`config.mk`:
```
export PLATFORM = sky130hd
export DESIGN_NAME = fault_delay_retry_timing
export DESIGN_NICKNAME = d
export VERILOG_FILES = /design/src/rtl/fault_timing_pkg.sv /design/src/rtl/fault_timer.sv /design/src/rtl/fault_delay_retry_timing.sv
export SDC_FILE = /design/constraint.sdc
export NUM_CORES = 1
export LEC_CHECK = 0
export BUFFER_PORTS_ARGS = -buffer_cell sky130_fd_sc_hd__buf_4
export CAP_MARGIN = 20
export CORE_ASPECT_RATIO = 0.9
export CORE_MARGIN = 1.5
export CORE_UTILIZATION = 63
export CTS_CLUSTER_DIAMETER = 80
export DETAILED_ROUTE_END_ITERATION = 8
export GPL_TIMING_DRIVEN = 1
export PLACE_DENSITY_LB_ADDON = 0.25
export SYNTH_ARGS = -nofsm -noshare
export SYNTH_HDL_FRONTEND = slang
export SYNTH_HIERARCHICAL = 1
export SYNTH_SLANG_ARGS = --single-unit
export TNS_END_PERCENT = 50
```
`constraint.sdc`:
```
create_clock -name mclk -period 2.73 [get_ports mclk]
set_input_delay 0.1365 -clock mclk [delete_from_list [all_inputs] [get_ports mclk]]
set_output_delay 0.1365 -clock mclk [all_outputs]
set_load 0.02 [all_outputs]
```
`src/rtl/fault_timing_pkg.sv`:
```
/*
 * constants, field layouts and carrier types for the fault timing block
 * assumes a 10 MHz mclk; long counts are overridable at the top level
 */
package fault_timing_pkg;

    // clock
    localparam int CLK_PERIOD_NS = 100;

    // register addresses
    localparam logic [7:0] ADDR_CTRL1 = 8'h0a;
    localparam logic [7:0] ADDR_TIMING = 8'h0b;
    localparam logic [7:0] ADDR_OUT_MSB = 8'h04;

    // reset values
    localparam logic [7:0] CTRL1_RESET = 8'h00;
    localparam logic [7:0] TIMING_RESET = 8'h00;

    // field positions
    localparam int FAULT_DELAY_BIT = 3;
    localparam int RETRY_DELAY_BIT = 2;
    localparam int LATCH_CLEAR_BIT = 4;

    // gain stage function codes
    localparam logic [2:0] FUNC_NORMAL = 3'h0;
    localparam logic [2:0] FUNC_OPAMP = 3'h3;
    localparam logic [2:0] FUNC_COMPARATOR = 3'h7;

    // times
    localparam int QUAL_LONG_NS = 1000000;
    localparam int QUAL_SHORT_NS = 100000;
    localparam int RETRY_LONG_NS = 50000000;
    localparam int RETRY_SHORT_NS = 10000000;

    // cycle counts
    localparam int QUAL_LONG_CYC = QUAL_LONG_NS / CLK_PERIOD_NS;
    localparam int QUAL_SHORT_CYC = QUAL_SHORT_NS / CLK_PERIOD_NS;
    localparam int RETRY_LONG_CYC = RETRY_LONG_NS / CLK_PERIOD_NS;
    localparam int RETRY_SHORT_CYC = RETRY_SHORT_NS / CLK_PERIOD_NS;

    // timer width
    localparam int CNT_W = 20;

    // serial port
    localparam logic [6:0] SLAVE_ADDR_DEFAULT = 7'h70;
    localparam logic [3:0] BITS_PER_BYTE = 4'h8;

    typedef struct packed {
        logic [2:0] gainStageFunction;
        logic latchClear;
        logic shutdown;
        logic [2:0] channelSel;
    } ctrl1_t;

    typedef struct packed {
        logic [3:0] unusedHi;
        logic faultDelaySelect;
        logic retryDelaySelect;
        logic [1:0] unusedLo;
    } timing_cfg_t;

endpackage

```
`src/rtl/fault_timer.sv`:
```
/*
 * fault qualification and retry timer driving the output stage
 * assumes senseAboveThr is already synchronised to mclk
 */
`timescale 1ns/1ps

module fault_timer #(
    parameter int QUAL_LONG = fault_timing_pkg::QUAL_LONG_CYC,
    parameter int QUAL_SHORT = fault_timing_pkg::QUAL_SHORT_CYC,
    parameter int RETRY_LONG = fault_timing_pkg::RETRY_LONG_CYC,
    parameter int RETRY_SHORT = fault_timing_pkg::RETRY_SHORT_CYC
) (
    // clock and reset
    input wire logic mclk,
    input wire logic rst,
    // configuration
    input wire fault_timing_pkg::ctrl1_t ctrl1,
    input wire fault_timing_pkg::timing_cfg_t timingCfg,
    // comparator level
    input wire logic senseAboveThr,
    // output stage
    output logic outDrive,
    output logic regulateEn
);
    typedef enum logic [1:0] {F_IDLE, F_QUAL, F_LATCH} fstate_t;

    localparam int W = fault_timing_pkg::CNT_W;
    localparam logic [W-1:0] QL = W'(QUAL_LONG - 1);
    localparam logic [W-1:0] QS = W'(QUAL_SHORT - 1);
    localparam logic [W-1:0] RL = W'(RETRY_LONG - 1);
    localparam logic [W-1:0] RS = W'(RETRY_SHORT - 1);

    fstate_t state_ff;
    logic [W-1:0] cnt_ff;
    logic [W-1:0] qualEnd;
    logic [W-1:0] retryEnd;
    logic timed;
    logic isOpamp;

    assign qualEnd = timingCfg.faultDelaySelect ? QS : QL;
    assign retryEnd = timingCfg.retryDelaySelect ? RS : RL;
    assign isOpamp = ctrl1.gainStageFunction == fault_timing_pkg::FUNC_OPAMP;
    assign timed = !ctrl1.shutdown && (isOpamp ||
        ctrl1.gainStageFunction == fault_timing_pkg::FUNC_COMPARATOR);

    // timing state
    always_ff @(posedge mclk or posedge rst) begin
        if (rst) begin
            state_ff <= F_IDLE;
            cnt_ff <= '0;
        end else if (!timed) begin
            state_ff <= F_IDLE;
            cnt_ff <= '0;
        end else begin
            case (state_ff)
                F_IDLE: begin
                    cnt_ff <= '0;
                    if (senseAboveThr) begin
                        state_ff <= F_QUAL;
                    end
                end
                F_QUAL: begin
                    if (!senseAboveThr) begin
                        state_ff <= F_IDLE;
                        cnt_ff <= '0;
                    end else if (cnt_ff >= qualEnd) begin
                        state_ff <= F_LATCH;
                        cnt_ff <= '0;
                    end else begin
                        cnt_ff <= cnt_ff + 1'b1;
                    end
                end
                F_LATCH: begin
                    if (ctrl1.latchClear) begin
                        state_ff <= F_IDLE;
                        cnt_ff <= '0;
                    end else if (cnt_ff >= retryEnd) begin
                        state_ff <= F_IDLE;
                        cnt_ff <= '0;
                    end else begin
                        cnt_ff <= cnt_ff + 1'b1;
                    end
                end
                default: begin
                    state_ff <= F_IDLE;
                    cnt_ff <= '0;
                end
            endcase
        end
    end

    // output stage
    always_ff @(posedge mclk or posedge rst) begin
        if (rst) begin
            outDrive <= 1'b0;
            regulateEn <= 1'b0;
        end else if (ctrl1.shutdown) begin
            outDrive <= 1'b0;
            regulateEn <= 1'b0;
        end else if (ctrl1.gainStageFunction == fault_timing_pkg::FUNC_NORMAL)
        begin
            outDrive <= senseAboveThr;
            regulateEn <= 1'b0;
        end else if (timed) begin
            outDrive <= state_ff == F_QUAL && cnt_ff >= qualEnd
                && senseAboveThr
                || state_ff == F_LATCH && !ctrl1.latchClear
                && cnt_ff < retryEnd;
            regulateEn <= isOpamp && senseAboveThr
                && state_ff != F_LATCH;
        end else begin
            outDrive <= 1'b0;
            regulateEn <= 1'b0;
        end
    end

endmodule

```
`src/rtl/fault_delay_retry_timing.sv`:
```
/*
 * two-wire register port, control registers and fault timer
 * assumes rst comes from a supply monitor and sclIn, sdaIn and
 * senseAboveThr arrive asynchronously from pins or analogue logic
 */
// Overview of operation
// - The timing register is eight host-read/write bits whose unused bits 7..4 and 1..0 the host writes as zero.
// - The timing register settings govern the delay before the output asserts on a fault.
// - Timing bit 3 picks the qualification delay, 0 for 1ms and 1 for 100us.
// - Timing bit 2 picks how long the output stays latched, 0 for 50ms and 1 for 10ms.
// - At power-up every register takes a defined state, the timing register all zeros.
// - Power-on reset holds the registers until the supply passes 2.4V, then releases them.
// - Function code 111 makes the gain stage a comparator doing on/off disconnect.
// - As comparator the output stays low until the sense level exceeds threshold for the delay, latches high for the retry time, then goes low.
// - In op-amp code 011 the output regulates for the delay, then latches high for the retry time, then goes low.
// - Writing 1 to bit 4 of the first control register releases a latched output and the bit clears itself.
// - Function code 000 is plain amplifier or comparator operation with no delay or latching.
`timescale 1ns/1ps

module fault_delay_retry_timing #(
    parameter logic [6:0] SLAVE_ADDR = fault_timing_pkg::SLAVE_ADDR_DEFAULT,
    parameter int QUAL_LONG = fault_timing_pkg::QUAL_LONG_CYC,
    parameter int RETRY_LONG = fault_timing_pkg::RETRY_LONG_CYC,
    parameter int RETRY_SHORT = fault_timing_pkg::RETRY_SHORT_CYC
) (
    // clock and reset
    input wire logic mclk,
    input wire logic rst,
    // two-wire port
    input wire logic sclIn,
    input wire logic sdaIn,
    output logic sdaOut,
    output logic sdaOe,
    // analogue side
    input wire logic senseAboveThr,
    output logic outDrive,
    output logic regulateEn
);
    typedef enum logic [3:0] {
        S_IDLE, S_ADDR, S_ACKA, S_PTR, S_ACKP, S_WR, S_ACKW, S_RD, S_RACK
    } sstate_t;

    logic sclMeta_ff, sclS_ff, sclD_ff;
    logic sdaMeta_ff, sdaS_ff, sdaD_ff;
    logic aboveMeta_ff, aboveS_ff;
    logic startCond, stopCond, sclRise, sclFall;
    sstate_t state_ff;
    logic [7:0] shift_ff;
    logic [3:0] bitCnt_ff;
    logic [7:0] ptr_ff;
    logic isRead_ff;
    logic wrStrobe_ff;
    logic [7:0] wrAddr_ff;
    logic [7:0] wrData_ff;
    logic [7:0] rdData;
    fault_timing_pkg::ctrl1_t ctrl1_ff;
    fault_timing_pkg::timing_cfg_t timing_ff;

    // input synchronisers
    always_ff @(posedge mclk or posedge rst) begin
        if (rst) begin
            sclMeta_ff <= 1'b1;
            sclS_ff <= 1'b1;
            sclD_ff <= 1'b1;
            sdaMeta_ff <= 1'b1;
            sdaS_ff <= 1'b1;
            sdaD_ff <= 1'b1;
            aboveMeta_ff <= 1'b0;
            aboveS_ff <= 1'b0;
        end else begin
            sclMeta_ff <= sclIn;
            sclS_ff <= sclMeta_ff;
            sclD_ff <= sclS_ff;
            sdaMeta_ff <= sdaIn;
            sdaS_ff <= sdaMeta_ff;
            sdaD_ff <= sdaS_ff;
            aboveMeta_ff <= senseAboveThr;
            aboveS_ff <= aboveMeta_ff;
        end
    end

    assign startCond = sclS_ff && sdaD_ff && !sdaS_ff;
    assign stopCond = sclS_ff && !sdaD_ff && sdaS_ff;
    assign sclRise = sclS_ff && !sclD_ff;
    assign sclFall = !sclS_ff && sclD_ff;

    // open-drain data line, only ever pulled low
    always_ff @(posedge mclk or posedge rst) begin
        if (rst) begin
            sdaOut <= 1'b0;
        end else begin
            sdaOut <= 1'b0;
        end
    end

    // serial byte engine
    always_ff @(posedge mclk or posedge rst) begin
        if (rst) begin
            state_ff <= S_IDLE;
            shift_ff <= 8'h00;
            bitCnt_ff <= 4'h0;
            ptr_ff <= 8'h00;
            isRead_ff <= 1'b0;
            sdaOe <= 1'b0;
            wrStrobe_ff <= 1'b0;
            wrAddr_ff <= 8'h00;
            wrData_ff <= 8'h00;
        end else begin
            wrStrobe_ff <= 1'b0;
            if (startCond) begin
                state_ff <= S_ADDR;
                bitCnt_ff <= 4'h0;
                sdaOe <= 1'b0;
            end else if (stopCond) begin
                state_ff <= S_IDLE;
                sdaOe <= 1'b0;
            end else begin
                case (state_ff)
                    S_ADDR, S_PTR, S_WR: begin
                        if (sclRise) begin
                            shift_ff <= {shift_ff[6:0], sdaS_ff};
                            bitCnt_ff <= bitCnt_ff + 4'h1;
                        end else if (sclFall && bitCnt_ff ==
                            fault_timing_pkg::BITS_PER_BYTE) begin
                            sdaOe <= 1'b1;
                            if (state_ff == S_ADDR) begin
                                if (shift_ff[7:1] == SLAVE_ADDR) begin
                                    isRead_ff <= shift_ff[0];
                                    state_ff <= S_ACKA;
                                end else begin
                                    sdaOe <= 1'b0;
                                    state_ff <= S_IDLE;
                                end
                            end else if (state_ff == S_PTR) begin
                                ptr_ff <= shift_ff;
                                state_ff <= S_ACKP;
                            end else begin
                                wrStrobe_ff <= 1'b1;
                                wrAddr_ff <= ptr_ff;
                                wrData_ff <= shift_ff;
                                state_ff <= S_ACKW;
                            end
                        end
                    end
                    S_ACKA: begin
                        if (sclFall) begin
                            bitCnt_ff <= 4'h0;
                            if (isRead_ff) begin
                                shift_ff <= rdData;
                                sdaOe <= !rdData[7];
                                state_ff <= S_RD;
                            end else begin
                                sdaOe <= 1'b0;
                                state_ff <= S_PTR;
                            end
                        end
                    end
                    S_ACKP, S_ACKW: begin
                        if (sclFall) begin
                            sdaOe <= 1'b0;
                            bitCnt_ff <= 4'h0;
                            state_ff <= S_WR;
                            if (state_ff == S_ACKW) begin
                                ptr_ff <= ptr_ff + 8'h01;
                            end
                        end
                    end
                    S_RD: begin
                        if (sclRise) begin
                            bitCnt_ff <= bitCnt_ff + 4'h1;
                        end else if (sclFall) begin
                            if (bitCnt_ff == fault_timing_pkg::BITS_PER_BYTE)
                            begin
                                sdaOe <= 1'b0;
                                state_ff <= S_RACK;
                            end else begin
                                shift_ff <= {shift_ff[6:0], 1'b0};
                                sdaOe <= !shift_ff[6];
                            end
                        end
                    end
                    S_RACK: begin
                        if (sclRise) begin
                            if (sdaS_ff) begin
                                state_ff <= S_IDLE;
                            end else begin
                                ptr_ff <= ptr_ff + 8'h01;
                            end
                        end else if (sclFall) begin
                            bitCnt_ff <= 4'h0;
                            shift_ff <= rdData;
                            sdaOe <= !rdData[7];
                            state_ff <= S_RD;
                        end
                    end
                    default: begin
                        sdaOe <= 1'b0;
                        state_ff <= S_IDLE;
                    end
                endcase
            end
        end
    end

    // control registers
    always_ff @(posedge mclk or posedge rst) begin
        if (rst) begin
            ctrl1_ff <= fault_timing_pkg::CTRL1_RESET;
            timing_ff <= fault_timing_pkg::TIMING_RESET;
        end else begin
            ctrl1_ff.latchClear <= 1'b0;
            if (wrStrobe_ff && wrAddr_ff == fault_timing_pkg::ADDR_CTRL1) begin
                ctrl1_ff <= wrData_ff;
            end
            if (wrStrobe_ff && wrAddr_ff == fault_timing_pkg::ADDR_TIMING)
            begin
                timing_ff <= wrData_ff;
            end
        end
    end

    // read selection
    always_comb begin
        case (ptr_ff)
            fault_timing_pkg::ADDR_CTRL1: rdData = ctrl1_ff;
            fault_timing_pkg::ADDR_TIMING: rdData = timing_ff;
            fault_timing_pkg::ADDR_OUT_MSB: rdData = {outDrive, 7'h00};
            default: rdData = 8'h00;
        endcase
    end

    fault_timer #(
        .QUAL_LONG(QUAL_LONG),
        .QUAL_SHORT(fault_timing_pkg::QUAL_SHORT_CYC),
        .RETRY_LONG(RETRY_LONG),
        .RETRY_SHORT(RETRY_SHORT)
    ) timerInst (
        .mclk(mclk),
        .rst(rst),
        .ctrl1(ctrl1_ff),
        .timingCfg(timing_ff),
        .senseAboveThr(aboveS_ff),
        .outDrive(outDrive),
        .regulateEn(regulateEn)
    );

endmodule

```
Yosys cells after proc, flatten, opt, wreduce, memory -nomap -nowiden
Index checks and enable logic that the tools add are counted.
{ "classes": {"addsub": 3, "multipliers": 0, "div": 0, "magnitude_cmp": 3, "eq_ne": 53, "n_shift": 0, "n_mux": 86, "n_bitwise": 5, "n_reduce_logical": 43} }
{ "op_table": {"columns": ["operator", "count"], "rows": [
  ["$mux W8", 16],
  ["$mux W20", 5],
  ["$mux W4", 18],
  ["$pmux W8 S3", 2],
  ["$ne A4 B4 Y1 const B", 11],
  ["$ge A20 B20 Y1", 2],
  ["$pmux W20 S2", 1],
  ["$ne A2 B2 Y1 const B", 18],
  ["$eq A8 B4 Y1 const B", 4],
  ["$pmux W8 S4", 1],
  ["$mux W1", 27],
  ["$reduce_and A11 Y1", 2],
  ["$add A20 B1 Y20 const B", 1],
  ["$lt A20 B20 Y1", 1],
  ["$pmux W4 S5", 1],
  ["$mux W19", 1],
  ["$eq A4 B3 Y1 const B", 4],
  ["$logic_and A1 B1 Y1", 16],
  ["$mux W2", 8],
  ["$mux W14", 1],
  ["$reduce_and A7 Y1", 2],
  ["$pmux W4 S3", 1],
  ["$ne A5 B5 Y1 const B", 2],
  ["$reduce_and A9 Y1", 1],
  ["30 further kinds", 47]
]} }
{ "totals": {"ff_bits": 91, "latch_bits": 0, "ramBits": 0, "rom_bits": 0, "inputBits": 5, "memories": 0} }

Logic depth before layout (Yosys ltp)
{ "logic_depth": {"depth_word": 8, "depth_mapped": 9, "ltp_nobuf": 8} }

Modules after synthesis
Netlist, hierarchy kept.
{ "by_module_without_submodules": {"columns": ["mod", "instances", "cells_per_inst", "area_per_inst_um2"], "rows": [
  ["fault_delay_retry_timing", 1, 342, 3598.5],
  ["fault_timer", 1, 165, 1572.8]
]} }

Worst setup path after synthesis
No wires, ideal clock.
{ "synth_timing": {"path_kind": "register to register", "from": "register sclD_ff", "to": "register shift_ff[6]", "setup_ps": 125, "arrival_time_ps": 2120, "t_required_ps": 2605, "path_slack_ps": 485, "stages_incl_launch_ff": 8, "path_buffers": 0, "path_cell_list": "dfstp_2 inv_1 ha_1 nand2b_1 o21ai_1 a211oi_1 nor4b_4 mux2_4"} }
{ "synth_via": {"elab_chain_cells": 4, "word_cells_on_any_way": 10, "classes_between": "eq/ne (6); reduce/logical (4)"} }
{ "synth_lines": {"columns": ["element", "line", "rtl"], "rows": [
  ["from (decl)", "fault_delay_retry_timing.sv:43", "logic sclMeta_ff, sclS_ff, sclD_ff;"],
  ["from (signal assigned)", "fault_delay_retry_timing.sv:73", "sclD_ff <= sclS_ff;"],
  ["$logic_not A1 Y1", "fault_delay_retry_timing.sv:84", "assign sclRise = sclS_ff && !sclD_ff;"],
  ["$logic_and A1 B1 Y1", "fault_delay_retry_timing.sv:84", null],
  ["$ne A2 B2 Y1 (no line)", null, null],
  ["$reduce_and A11 Y1 (no line) (*)", null, null],
  ["to (signal assigned)", "fault_delay_retry_timing.sv:121", "shift_ff <= {shift_ff[6:0], sdaS_ff};"],
  ["to (signal assigned)", "fault_delay_retry_timing.sv:149", "shift_ff <= rdData;"],
  ["to (signal assigned)", "fault_delay_retry_timing.sv:177", "shift_ff <= {shift_ff[6:0], 1'b0};"],
  ["to (decl)", "fault_delay_retry_timing.sv:48", "logic [7:0] shift_ff;"]
]} }
Mark *: on every way between the ends. The rest lies on a longest branch, timed or not.
A chain may end at the register's enable or synchronous reset.

Worst setup path in the final report
{ "layout_timing": {"from": "register sclD_ff", "to": "register shift_ff[1]"} }
Same word-level chain as after synthesis.

==> flow_summary.ini <==
[run_status]
result_of_the_run = complete, but fails checks
violations = negative hold slack

[pwr]
share_seq_of_total_power_pct = 45.8
internal-power_mw = 2.37
share_clk_of_total_power_pct = 24.1
max-vdd-ir-drop_uv = 383
power.switching_mw = 1.46
switching_share_pct = 38.1
p_comb_share_pct = 30.1
total_power_per_unit_cell_area_mw_per_mm2 = 697
total_leakage_power_nw = 2.50
power.total_mw = 3.83

[place]
dpl.hpwl_um = 7840
place.port_buffers = 7
globalplace.congestion = 0.882
postPlaceCellArea_mm2 = 0.00526
dpl_worst_slack_ns = 0.161
numPlacedInstances = 596

[timing]
max_freq_mhz = 381
holdWs_ns = -0.0106
period_needed_ns = 2.62
final_hold_viol_count = 24
setup_slack_ns = 0.105
finalSetupViolCount = 0
timing.clock.skew_ns = 0.00808
timing.slew.headroom_pct = 38.1
setup_repair_after_global_routing_missed_its_margin = false
tightestPinTransition_ns = 0.928
post-route-period-util_pct = 96.1
final_sum_of_negative_setup_slack_ns = 0
maxSlewViolCount = 0

[clock_network]
worst_setup_hold_path_clk_slew_ns = 0.10
clock_path_buffers = 2
post_cts_buffers = 0
tritoncts_num_sinks = 91
clock-root-buffer = clkbuf_8
cts-htree-levels = 3
insertion_delay_ns = 0.37
tritoncts_clock_tree = yes
cts_buffers = 9

[critical_path]
ff2ff_path_depth = 7
register_to_register_setup_slack_ns = 0.11
regToRegEndpoint = shift_ff[1]
required_time_at_the_worst_slack_endpoint_ns = 2.99
setup.worst_path.start_class = flop
worstPathArrival_ns = 2.89
timing.rr.start = sclD_ff
timing.setup.critical_path_class = flop to flop
crit_path_max_incr_delay_ns = 0.75
critical_path.slowest_cell = nor4b_4
cp-end-kind = flop
path_cells = inv_1 > ha_1 > nand3b_1 > a21oi_2 > a211oi_1 > nor4b_4 > mux2_4
crit_fanout = 12

[logic_synthesis]
synth-seq-area-share_pct = 44.2
commonest_cells_in_the_synthesized_netlist = 85 x dfrtp_1, 43 x nor2_1, 38 x nand2_1
post-synth-top-area-fraction_pct = 41.1
most_used_standard_cell_by_instance_count_after_synthesis = dfrtp_1
synth_fp_nets = 537
syn_area_per_cell_um2 = 10.2
synth_top_family_by_area = simple AND/OR/NAND/NOR gates
synth-warning-count = 6
synthAdderAreaFrac_pct = 6.05
synth-edff-count = 0
syn-instance-count = 507
ys_types = 70
post_synth_simple_gate_area_pct = 18.3
mappedNetlistArea_mm2 = 0.00517
async_reset_ff_share_pct = 100
synth_top_area_cell = dfrtp_1
synth-xor-area-share_pct = 3.05
synthTopCellsByArea = dfrtp_1 41%, ha_1 6.0%, mux2_2 5.0%
post_synthesis_compound_gate_area_fraction_pct = 14.3
synthFlopType = dfrtp_1
synth-seq-cells = 91
synthMuxAreaShare_pct = 9.87

[layout]
post_route_cells_drive_above_1_share_pct = 15.7
number_of_diodes_added_for_antenna_fixing = 0
fillerInstances = 619
layout-area-overhead-vs-synth_pct = 6.19
final_instance_count_excl_fillers = 615
num-nets-final = 541
final_cell_area_mm2 = 0.00549

[floorplanning]
io-pin-count = 9
dieHeight_um = 89.0
dieWidth_um = 98.5
initial_utilization_pct = 64.7
die-area_mm2 = 0.00876
num_rows = 31
coreArea_mm2 = 0.00799

[global_routing]
first_pass_grt_wire_length_um = 18600
global_route.overflow_total = 0
grtUsageTotal_pct = 26.9
initial_antenna_violation_count = 0
grt_pass1_vias = 3726
grt_max_degree = 68

[route]
detail_route.drc_violations = 0
antenna_left = 0
vias_per_cell = 6.39
wirelength_um = 10900
drt_iter0_drc = 344
drt_first_pass_iters = 5
num_vias = 3932
route.detailed.wl_per_inst_um = 17.7

[hold_path]
hold_path.class = input pin to asynchronous set/reset pin

[run]
maxCapViolations = 0
## layout by cell type (no fill, tap or decap), types with 4 or more instances in the layout
| master | n |
|---|---|
| a2bb2oi_1 | 6 |
| dfstp_2 | 6 |
| inv_1 | 21 |
| nor3_1 | 13 |
| a22oi_1 | 9 |
| nand3_1 | 21 |
| nor2_1 | 43 |
| o21a_1 | 5 |
| nor4_1 | 5 |
| a31oi_1 | 4 |
| ha_1 | 25 |
| buf_4 | 13 |
| a211oi_1 | 6 |
| dfrtp_1 | 85 |
| mux2_4 | 8 |
| nand4_1 | 10 |
| xor2_1 | 14 |
| o21ai_0 | 19 |
| nand2_1 | 38 |
| o211ai_1 | 4 |
| and4_1 | 5 |
| mux2_2 | 23 |
| nor2b_1 | 9 |
| a21oi_1 | 16 |
| mux2_1 | 9 |
| xnor2_1 | 4 |
| o22ai_1 | 10 |
| and3_1 | 4 |
| clkbuf_8 | 10 |
| nand2b_1 | 8 |
## cell families after synthesis
family,Yosys count
AND/OR/NAND/NOR,179
AO/OA/AOI/OAI,105
flip-flops,91
buffers and inverters,45
multiplexers,43
adder cells (fa/ha/maj),25
XOR/XNOR,18
other,1
## power by group through the flow
stage	Combinational [mW]	Sequential (mW)	Clock, mW
floorplan	0.996	1.62	0
global placement	1.09	1.76	0
detailed placement	1.13	1.77	0
CTS	1.14	1.74	0.942
global route	1.28	1.77	0.991
finish	1.15	1.75	0.922
## registers in the layout, indices dropped and copies added (netlist names), 2 cells and up
name	count
state_ff	4
ptr_ff	8
shift_ff	8
ctrl1_ff	8
timing_ff	8
wrData_ff	8
bitCnt_ff	4
wrAddr_ff	8
timerInst/state_ff	2
timerInst/cnt_ff	20
## through the flow
| stage | utilization, % | hold slack (ns) |
|---|---|---|
| floorplan | - | 0.141 |
| global placement | 65.8 | 0.245 |
| detailed placement | 65.8 | 0.247 |
| CTS | 68.7 | 0.00983 |
| global route | 68.7 | 0.0692 |
| finish | 68.7 | -0.0106 |
## final cells by class
| cell class | count | area (um2) | share of cell area (%) |
|---|---|---|---|
| Sequential cell | 91 | 2280 | 41.6 |
| Inverter | 22 | 82.6 | 1.50 |
| Clock buffer | 10 | 138 | 2.51 |
| Timing Repair Buffer | 16 | 128 | 2.32 |
| Clock inverter | 6 | 67.6 | 1.23 |
| Tap cell | 99 | 124 | 2.26 |
| Multi-Input combinational cell | 371 | 2670 | 48.6 |
## how the worst max path moves through the flow
| stage | from | end | slack, ns |
|---|---|---|---|
| 6_report | sclD_ff | shift_ff[1] | 0.11 |
| 5_1_grt | sclS_ff | shift_ff[6] | 0.02 |
| 4_1_cts | sclD_ff | shift_ff[6] | 0.14 |
| 3_5_place_dp | sclD_ff | shift_ff[1] | 0.16 |
| 3_3_place_gp | sclD_ff | shift_ff[1] | 0.27 |
| 2_1_floorplan | sclD_ff | shift_ff[6] | 0.49 |
## timing repair
action | in CTS | in global routing
hold buffers | 3 | 0
setup endpoints to repair | 0 | 20
resized for setup | 0 | 1
hold endpoints to repair | 3 | 0
## routing by layer
metal / GRT usage (%) / share of wire (%) / wire length [um]
met5: 0 / 0 / 0
met4: 7.55 / 1.3 / 141
met3: 5.86 / 4.9 / 535
met2: 39.1 / 44 / 4800
met1: 40.8 / 50 / 5430
## worst max-delay path, delay by kind of cell, from the launching register on
| family | cells | cell delay, ns |
|---|---|---|
| simple gates | 2 | 1.00 |
| flops | 1 | 0.55 |
| mux | 1 | 0.35 |
| fa+ha+maj | 1 | 0.32 |
| compound gates | 2 | 0.26 |
| buf+inv | 1 | 0.05 |
Note: power is estimated with default switching activity, not from simulation.
